[src/pkg/realign_regs.svh]
// Constants for the receive word realigner and its alignment partner
`ifndef REALIGN_REGS_SVH
`define REALIGN_REGS_SVH
`define WORD_W_MAX 10
`define WORD_W_DEF 10
`define SLIP_CNT_W 4
`define SLIP_CNT_RST 4'h0
`define SLIP_HIGH_CYC 3'h2
`define SLIP_LOW_CYC 3'h3
`define SETTLE_CYC 4'h6
`define MATCH_NEED 3'h4
`define PATTERN_DEF 10'h3E0
`endif

[src/pkg/realign_pkg.sv]
// Types shared by the realigner and the alignment partner
`include "realign_regs.svh"
package realign_pkg;
	typedef logic [`WORD_W_MAX-1:0] word_t;
	typedef enum logic [2:0]
	{
		align_idle = 3'h0,
		align_cmp = 3'h1,
		align_high = 3'h2,
		align_low = 3'h3,
		align_settle = 3'h4,
		align_locked = 3'h5
	} align_state_e;
endpackage

[src/pkg/realign_if.sv]
// Link between the word realigner and the fabric alignment partner
`timescale 1ns/100ps
interface realign_if
	import realign_pkg::*;
	();
	word_t data;
	logic data_valid;
	logic data_ready;
	logic slip_req;
	modport device
	(
		output data,
		output data_valid,
		input data_ready,
		input slip_req
	);
	modport fabric
	(
		input data,
		input data_valid,
		output data_ready,
		output slip_req
	);
endinterface

[src/hdl/word_realigner.sv]
// Per-channel receive word realigner with output buffer
`timescale 1ns/100ps
`include "realign_regs.svh"
module word_realigner
	import realign_pkg::*;
	#(
	parameter int WORD_W = `WORD_W_DEF,
	parameter bit SLIP_FROM_PIN = 1'b0
	)
	(
	input wire logic clk,
	input wire logic nrst,
	input wire word_t deser_word,
	input wire logic slip_pin,
	input wire logic slip_fabric_en,
	realign_if.device lnk,
	output logic [`SLIP_CNT_W-1:0] slip_count
	);
// Functional notes
// RULE1: Works on deserialized parallel words only
// RULE2: One independent realigner per channel instance
// RULE3: Each slip rising edge shifts one bit
// RULE4: Unused slip gives plain register delay
// RULE5: Word width 8 or 10 bits
// RULE6: Counter wraps past width minus one
// RULE7: New word next cycle, input never stalls
// RULE8: Partner holds request high two cycles
// RULE9: Partner holds request low three cycles
// RULE10: Partner registers received words first
// RULE11: Partner registers request before realigner
// RULE12: Partner slips again until pattern matches
// RULE13: Request from pin or fabric logic
// RULE14: Reader clock equal frequency, no flags
// RULE15: Slip counter resets to zero

	// ****************
	// Realign datapath
	// ****************
	localparam int CW = `SLIP_CNT_W;
	localparam logic [CW-1:0] LAST = CW'(WORD_W - 1);

	logic [WORD_W-1:0] reg2_q, reg2_d, reg3_q, reg3_d;
	logic [CW-1:0] cnt_q, cnt_d;
	logic [2:0] pin_sync_q, pin_sync_d;
	logic edge_q, edge_d;
	logic req_q, req_d;
	word_t out_word;

	function automatic logic [WORD_W-1:0] pick
		(
		input logic [WORD_W-1:0] older,
		input logic [WORD_W-1:0] newer,
		input logic [CW-1:0] sh
		);
		logic [2*WORD_W-1:0] both;
		both = {newer, older};
		pick = WORD_W'(both >> sh);
	endfunction

	always_comb
	begin
		// RULE1: parallel words in
		reg3_d = deser_word[WORD_W-1:0];
		reg2_d = reg3_q;
		pin_sync_d = {pin_sync_q[1:0], slip_pin};
		// RULE13: source select
		if (SLIP_FROM_PIN)
		begin
			req_d = (pin_sync_q[2] == pin_sync_q[1]) ? pin_sync_q[2] : req_q;
		end
		else
		begin
			req_d = lnk.slip_req & slip_fabric_en;
		end
		edge_d = req_q;
		cnt_d = cnt_q;
		// RULE3: one bit per rising edge
		if (req_q && !edge_q)
		begin
			// RULE6: wrap past width minus one
			if (cnt_q == LAST)
			begin
				cnt_d = `SLIP_CNT_RST;
			end
			else
			begin
				cnt_d = cnt_q + CW'(1);
			end
		end
		out_word = '0;
		// RULE4: zero count is fixed delay
		if (cnt_q == `SLIP_CNT_RST)
		begin
			out_word[WORD_W-1:0] = reg3_q;
		end
		else
		begin
			out_word[WORD_W-1:0] = pick(reg2_q, reg3_q, cnt_q);
		end
	end

	always_ff @(posedge clk or negedge nrst)
	begin
		if (!nrst)
		begin
			reg2_q <= '0;
			reg3_q <= '0;
			// RULE15: count starts at zero
			cnt_q <= `SLIP_CNT_RST;
			pin_sync_q <= '0;
			req_q <= 1'b0;
			edge_q <= 1'b0;
		end
		else
		begin
			reg2_q <= reg2_d;
			reg3_q <= reg3_d;
			cnt_q <= cnt_d;
			pin_sync_q <= pin_sync_d;
			req_q <= req_d;
			edge_q <= edge_d;
		end
	end

	// ****************
	// Two-entry output buffer
	// ****************
	word_t buf_q [2];
	word_t buf_d [2];
	logic [1:0] fill_q, fill_d;
	logic [`SLIP_CNT_W-1:0] cnt_out_q;
	logic pop;
	logic valid_q, valid_d;

	always_comb
	begin
		// RULE7: accept every cycle, overwrite oldest when full
		pop = (fill_q != 2'h0) && lnk.data_ready;
		buf_d = buf_q;
		fill_d = fill_q;
		if (pop)
		begin
			buf_d[0] = buf_q[1];
		end
		if (fill_q == 2'h2 && !pop)
		begin
			buf_d[0] = buf_q[1];
			buf_d[1] = out_word;
		end
		else if (pop)
		begin
			if (fill_q == 2'h1)
			begin
				buf_d[0] = out_word;
			end
			else
			begin
				buf_d[1] = out_word;
			end
		end
		else
		begin
			buf_d[fill_q[0]] = out_word;
			fill_d = fill_q + 2'h1;
		end
		valid_d = (fill_d != 2'h0);
	end

	always_ff @(posedge clk or negedge nrst)
	begin
		if (!nrst)
		begin
			buf_q[0] <= '0;
			buf_q[1] <= '0;
			fill_q <= 2'h0;
			cnt_out_q <= `SLIP_CNT_RST;
			valid_q <= 1'b0;
		end
		else
		begin
			buf_q <= buf_d;
			fill_q <= fill_d;
			cnt_out_q <= cnt_d;
			valid_q <= valid_d;
		end
	end

	// RULE2: per-channel outputs
	assign lnk.data = buf_q[0];
	// RULE14: same clock, no full flag
	assign lnk.data_valid = valid_q;
	assign slip_count = cnt_out_q;
endmodule

[src/flat_wrapper.sv]
// flat-port wrapper written by rule: the top's interface ports become plain ports
module word_realigner_flat import realign_pkg::*;
#(
	parameter int WORD_W = `WORD_W_DEF,
	parameter bit SLIP_FROM_PIN = 1'b0
	)
  (clk, nrst, deser_word, slip_pin, slip_fabric_en, slip_count, lnk_data, lnk_data_valid, lnk_data_ready, lnk_slip_req);
  realign_if lnk_i ();
  input wire logic clk;
  input wire logic nrst;
  input wire word_t deser_word;
  input wire logic slip_pin;
  input wire logic slip_fabric_en;
  output logic [`SLIP_CNT_W-1:0] slip_count;
  output wire logic [$bits(lnk_i.data)-1:0] lnk_data;
  output wire logic [$bits(lnk_i.data_valid)-1:0] lnk_data_valid;
  input wire logic [$bits(lnk_i.data_ready)-1:0] lnk_data_ready;
  input wire logic [$bits(lnk_i.slip_req)-1:0] lnk_slip_req;
  assign lnk_data = lnk_i.data;
  assign lnk_data_valid = lnk_i.data_valid;
  assign lnk_i.data_ready = lnk_data_ready;
  assign lnk_i.slip_req = lnk_slip_req;
  word_realigner #(.WORD_W(WORD_W), .SLIP_FROM_PIN(SLIP_FROM_PIN)) u_core (.clk(clk), .nrst(nrst), .deser_word(deser_word), .slip_pin(slip_pin), .slip_fabric_en(slip_fabric_en), .lnk(lnk_i), .slip_count(slip_count));
endmodule
[config.mk]
export PLATFORM = sky130hd
export DESIGN_NAME = word_realigner_flat
export DESIGN_NICKNAME = d
export VERILOG_FILES = /design/src/pkg/realign_pkg.sv /design/src/pkg/realign_if.sv /design/src/hdl/word_realigner.sv /design/src/flat_wrapper.sv
export VERILOG_INCLUDE_DIRS = /design/src /design/src/pkg
export SDC_FILE = /design/constraint.sdc
export NUM_CORES = 1
export LEC_CHECK = 0
export BUFFER_PORTS_ARGS = -buffer_cell sky130_fd_sc_hd__buf_2
export CORE_MARGIN = 1
export CORE_UTILIZATION = 53
export DETAILED_ROUTE_END_ITERATION = 8
export PLACE_DENSITY = 0.76
export SYNTH_ARGS = -nofsm -noshare
export SYNTH_HDL_FRONTEND = slang
export SYNTH_SLANG_ARGS = --single-unit
[constraint.sdc]
create_clock -name clk -period 2 [get_ports clk]
set_input_delay 0.2 -clock clk [delete_from_list [all_inputs] [get_ports clk]]
set_output_delay 0.2 -clock clk [all_outputs]
set_load 0.01 [all_outputs]
==> results of run 1 <==
-- area by class of cell --
type | count | area (sq um) | area share, %
clock buffers | 6 | 72.57 | 2.034
clock inverters | 2 | 35.03 | 0.9821
inverters | 9 | 33.78 | 0.9470
multi-input cells | 185 | 1632 | 45.74
flip-flops and latches | 48 | 1204 | 33.74
well taps | 72 | 90.09 | 2.525
repair buffers | 70 | 500.5 | 14.03
-- final timing paths --
path                                 start            endpoint  slack, ns  depth (start not counted)
hold reg to reg              u_core.edge_d       u_core.edge_q       0.40                          0
max in group asynchronous             nrst     u_core.cnt_q[2]       0.92                          3
setup / recovery           u_core.cnt_q[0]  u_core.lnk.data[1]       0.02                          5
setup reg to reg           u_core.cnt_q[0]  u_core.lnk.data[1]       0.02                          5
min in group asynchronous             nrst  u_core.lnk.data[0]       0.34                          2
hold / removal              slip_fabric_en       u_core.edge_d        0.1                          2
-- metal layers --
| metal | GRT usage, % | part of all wire, % |
|---|---|---|
| met5 | 0 | 0 |
| met4 | 8.679 | 1.6 |
| met3 | 3.452 | 7.7 |
| met2 | 43.89 | 51 |
| met1 | 33.41 | 40 |
-- flip-flops by register name, indices dropped and copies added, names as in the netlist --
register / count
u_core.fill_q: 2
u_core.cnt_q: 4
u_core.buf_q: 10
u_core.reg2_d: 10
u_core.lnk.data_valid: 1
u_core.edge_q: 1
u_core.reg2_q: 9
u_core.edge_d: 1
u_core.lnk.data: 10
-- kinds of logic (layout without fill, tap and decap cells) --
group	count (synthesis)	in the layout
flops	48	48
xor+xnor	2	2
buf+inv	35	87
fa+ha+maj	5	5
compound gates	76	76
simple gates	63	63
mux	39	39
-- critical path, stage by stage, from the launching register on --
cell       delay [ns]
dfrtp_1          0.40
buf_6            0.15
mux2_4           0.31
mux4_2           0.53
a2111oi_4        0.37
a22oi_1          0.10
-- metrics by stage --
stage	hold slack, ns	utilization [%]	setup slack, ns	area (sq um)
after global routing	0.1028	65.18	-0.06777	3567
after detailed placement	0.1315	60.45	0.02310	3308
after global placement	0.1309	60.45	0.04641	3308
after CTS	0.09284	64.43	0.03326	3526
after floorplan	-0.09559	-	0.07103	3002
final	0.09969	65.18	0.01551	3567
-- cell usage in the layout, fill, tap and decap left out, drive strengths merged, types with 5 or more instances in the layout --
master,n
mux2,11
mux2i,9
mux4,19
inv,9
o31ai,5
a22o,6
a21oi,8
dlygate4sd3,11
a22oi,8
nor2b,9
clkbuf,6
buf,59
o21ai,18
nand2,15
nor2,14
ha,5
dfrtp,48
-- power by group through the flow --
stage,clock [W],sequential (W),combinational [W]
after floorplan,0,0.00148,0.00264
after global placement,0,0.00153,0.00337
after detailed placement,0,0.00155,0.00346
after CTS,0.000706,0.00153,0.00349
after global routing,0.000742,0.00157,0.00392
final,0.000695,0.00154,0.00363
-- timing repair --
item | CTS | global route
gates resized for setup | 0 | 10
endpoints found under the setup margin | 1 | 18
cloned | 0 | 0
endpoints found under the hold margin | 25 | 0
hold buffers | 11 | 0
pin swaps | 1 | 2
==> flow_summary.yaml, run 1 <==
power_and_ir_drop:
  switchingPower_w: 0.002430
  ir_worst_vdd_mv: 0.7101
  power_frac_comb_pct: 61.9
  p_total_w: 0.005860
  internal-power_w: 0.003430
  pwr-share-seq_pct: 26.3
  p_leak_nw: 1.565
  swShare_pct: 41.47
  p_per_area_nw_per_um2: 1643
  p_clk_share_pct: 11.9
clock_tree:
  htreeDepth: 2
  cts_setup_buffers: 0
  cts.clk_slew.worst_paths_ns: 0.09
  ctsRootBufferMaster: "clkbuf_8"
  cts_tree: "built"
  clkLatencyLatePin_ns: 0.30
  clk_path_buf_depth: 2
  cts.sinks: 48
  cts_buffers: 5
floorplan:
  rows: 27
  fp.dieH_microns: 77.26
  dieArea_sq_um: 5968
  initial_utilization_pct: 54.85
  ios: 31
  die_x_microns: 77.26
  core_sq_um: 5473
global_routing:
  grt_max_degree: 34
  grt_pass1_wl_mm: 11.78
  grt_overflow: 0
  grt.total_usage_pct: 25.65
  grt_pass1_vias: 2388
  grt_antenna_before_repair: 0
sta:
  fin_crit_sh_pct: 99.22
  setup_tns_ns: 0
  relSlewSlack_pct: 69.49
  timing.fmax_mhz: 503.9
  rsz0062_at_grt: "true"
  fin_skew_ns: 0.004674
  worst_pin_slew_ns: 0.4549
  min_period_ns: 1.984
  maxSlewViolCount: 0
  finalSetupViolations: 0
  hold_viol: 0
synthesis:
  synthSimpleGateAreaFrac_pct: 10.80
  synth.distinct_cells: 54
  synth_ff_type: "dfrtp_1"
  synth_top_family_by_area: "multiplexers"
  synthAdderAreaFrac_pct: 2.084
  async_flop_share_pct: 100.0
  synth-xor-area-share_pct: 0.5836
  yosys_warnings: 0
  synthesis.area_sq_um: 3002
  synth_compound_area_share_pct: 18.09
  ys_seq_elements: 48
  syn-num-nets: 289
  yosysTopAreaCell: "dfrtp_1"
  yosysTopAreaCellShare_pct: 40.02
  synth_edf_count: 0
  ys_seq_area_share_pct: 40.02
  synth_cells: 268
  yosysMostFrequentCell: "dfrtp_1"
  synth_mux_area_share_pct: 21.76
  netlist_top_cells_count: "dfrtp_1 (48), mux4_2 (19), nand2_1 (15), nor2_1 (14), buf_4 (11)"
  synth_area_leaders: "dfrtp_1 (40%), mux4_2 (14%), mux2i_1 (3.0%)"
  synth.avg_cell_area_sq_um: 11.20
setup_path:
  timing_worst_setup_path_type: "reg2reg"
  required_ns: 2.18
  crit_path_start_kind: "flop"
  critPathMaxFanout: 7
  arrival_ns: 2.16
  end_kind: "flop"
placed_design:
  dp.cells: 373
  io_buffers: 29
  dp_hpwl_mm: 5.206
  gp_congestion: 0.8438
drt:
  via_per_inst: 6.281
  via_count: 2462
  drc: 0
  firstDrtPassIters: 4
  routedWlPerCell_microns: 18.41
  ant_nets: 0
  drtIter0Drc: 143
  wirelength_mm: 7.216
min_path:
  hold_path_class: "in2reg"
cells_and_area:
  antenna_cells: 0
  area_growth_pct: 18.84
  final_cells: 392
  num-fill-cells: 447
  layout-drive-gt1-share_pct: 30.63
  nNetsFinal: 340
job:
  drv_cap: 0
status:
  status: "completed"
Note: power is estimated with default switching activity, not from simulation.
==> run 2, diff against run 1 <==
--- a/config.mk
+++ b/config.mk
@@ -7,6 +7,7 @@
 export NUM_CORES = 1
 export LEC_CHECK = 0
 export BUFFER_PORTS_ARGS = -buffer_cell sky130_fd_sc_hd__buf_2
+export CAP_MARGIN = 10
 export CORE_MARGIN = 1
 export CORE_UTILIZATION = 53
 export DETAILED_ROUTE_END_ITERATION = 8
==> constraint.sdc (replaced) <==
create_clock -name clk -period 1.7 [get_ports clk]
set_input_delay 0.17 -clock clk [delete_from_list [all_inputs] [get_ports clk]]
set_output_delay 0.17 -clock clk [all_outputs]
set_load 0.01 [all_outputs]
==> run 2 against run 1 <==
Compared with the run above: the run now ends with setup timing left; global-route usage increased by 3.2 points; sequential power increased by 18%; core utilization increased by 9.2 points; hold slack got worse by 0.029 ns; clock power increased by 27%; count of clock-buffer cells in the layout unchanged; sequential share of layout area decreased by 4.2 points; setup slack got worse by 0.24 ns; clock skew increased by 0.0033 ns; combinational power increased by 49%; design area increased by 14%; register-to-register slack got worse by 0.24 ns.
==> flow_summary.yaml, run 2 (synthesized netlist as in run 1, its figures left out) <==
sta:
  relSlewSlack_pct: 63.90
  rsz0062_at_grt: "true"
  worst_pin_slew_ns: 0.5366
  min_period_ns: 1.923
  timing.fmax_mhz: 520.0
  setup_tns_ns: -2.579
  maxSlewViolCount: 0
  holdWs_ns: 0.07062
  finalSetupViolations: 18
  fin_skew_ns: 0.007985
  setup_ws_ns: -0.2230
  fin_crit_sh_pct: 113.1
  hold_viol: 0
status:
  status: "finished, violations left"
  violations: "setup timing"
cells_and_area:
  nNetsFinal: 381
  antenna_cells: 0
  layout-drive-gt1-share_pct: 44.60
  fin_area_sq_um: 4073
  area_growth_pct: 35.68
  mostFrequentLayoutCell: "buf_4"
  layout_common_cells: "buf_4 (63), dfrtp_1 (46), buf_2 (29)"
clock_tree:
  cts_tree: "built"
  cts_buffers: 5
  cts.clk_slew.worst_paths_ns: 0.09
  clk_path_buf_depth: 2
  htreeDepth: 2
  cts.sinks: 48
  clkLatencyLatePin_ns: 0.31
  ctsRootBufferMaster: "clkbuf_8"
placed_design:
  gp_congestion: 0.8879
  dp_hpwl_mm: 5.699
  pre_cts_slack_ns: -0.2354
  dpl_cell_area_sq_um: 3618
  io_buffers: 29
job:
  drv_cap: 0
drt:
  drc: 0
  via_per_inst: 6.072
  via_count: 2629
  drtIter0Drc: 168
  wirelength_mm: 8.185
  routedWlPerCell_microns: 18.90
  ant_nets: 0
  firstDrtPassIters: 4
floorplan:
  fp.dieH_microns: 77.26
  rows: 27
  initial_utilization_pct: 54.85
  core_sq_um: 5473
  die_x_microns: 77.26
  dieArea_sq_um: 5968
  ios: 31
power_and_ir_drop:
  p_leak_nw: 1.813
  ir_worst_vdd_mv: 1.287
  pwr-share-seq_pct: 22.4
  internal-power_w: 0.004817
  swShare_pct: 40.45
  p_total_w: 0.008089
  p_clk_share_pct: 10.9
  p_per_area_nw_per_um2: 1986
  switchingPower_w: 0.003272
  power_frac_comb_pct: 66.7
setup_path:
  r2r_start: "u_core.cnt_q[0]"
  required_ns: 1.90
  timing_worst_setup_path_type: "reg2reg"
  end_kind: "flop"
  arrival_ns: 2.12
  crit_start: "u_core.cnt_q[0]"
  cp_cell_sequence: "buf_12 -> mux2_4 -> mux4_2 -> a2111oi_4 -> a22oi_1"
  critPathMaxFanout: 12
  cpPeakStageDelay_ns: 0.54
  cp_slowest_cell: "mux4_2"
  crit_path_start_kind: "flop"
global_routing:
  grt_max_degree: 49
  grt_pass1_wl_mm: 13.10
  grt.total_usage_pct: 28.80
  grt_overflow: 0
  grt_antenna_before_repair: 0
  grt_pass1_vias: 2756
min_path:
  hold_path_class: "in2reg"
  min_from: "slip_fabric_en"
run 2: power by group through the flow:
stage | combinational, W | sequential, W | clock (W)
3_5_place_dp | 0.00469 | 0.00181 | 0
6_report | 0.00540 | 0.00181 | 0.000886
5_1_grt | 0.00578 | 0.00185 | 0.000946
3_3_place_gp | 0.00456 | 0.00179 | 0
2_1_floorplan | 0.00322 | 0.00175 | 0
4_1_cts | 0.00511 | 0.00179 | 0.000901
run 2: layout make-up:
type	instances	area, sq um
Sequential cell	48	1204
Tap cell	72	90.09
Multi-Input combinational cell	185	1774
Clock buffer	6	82.58
Fill cell	403	1400
Timing Repair Buffer	111	844.6
Inverter	9	38.79
Clock inverter	2	38.79
run 2: worst paths after layout:
check | slack, ns | depth (start not counted) | end
min in group asynchronous | 0.37 | 3 | u_core.lnk.data[8]
max | -0.22 | 5 | u_core.lnk.data[1]
max in group asynchronous | 1.10 | 3 | u_core.cnt_q[2]
min | 0.07 | 2 | u_core.edge_d
min reg2reg | 0.41 | 0 | u_core.edge_q
max reg2reg | -0.22 | 5 | u_core.lnk.data[1]
run 2: repair_timing:
action | in CTS | in global routing
gates resized for setup | 23 | 11
pin swaps | 6 | 6
endpoints found under the hold margin | 58 | 0
setup buffers | 3 | 5
endpoints found under the setup margin | 20 | 22
hold buffers | 11 | 0
cloned | 0 | 0
run 2: through the flow:
step | util [%] | std cells
finish | 74.42 | 433
CTS | 72.91 | 428
detailed placement | 66.12 | 406
floorplan | - | 268
global placement | 66.12 | 406
global route | 74.42 | 433
run 2: critical path: cells and delay by family, from the launching register on:
family	cells	cell delay, ns
multiplexers	2	0.84
buffers and inverters	1	0.16
flip-flops	1	0.42
AO/OA/AOI/OAI	2	0.40
run 2: routing by layer:
| metal | wire length (microns) | global-route usage (%) |
|---|---|---|
| met2 | 4286 | 51.15 |
| met4 | 250 | 13.02 |
| met1 | 3229 | 33.68 |
| met3 | 419 | 5.119 |
| met5 | 0 | 0 |
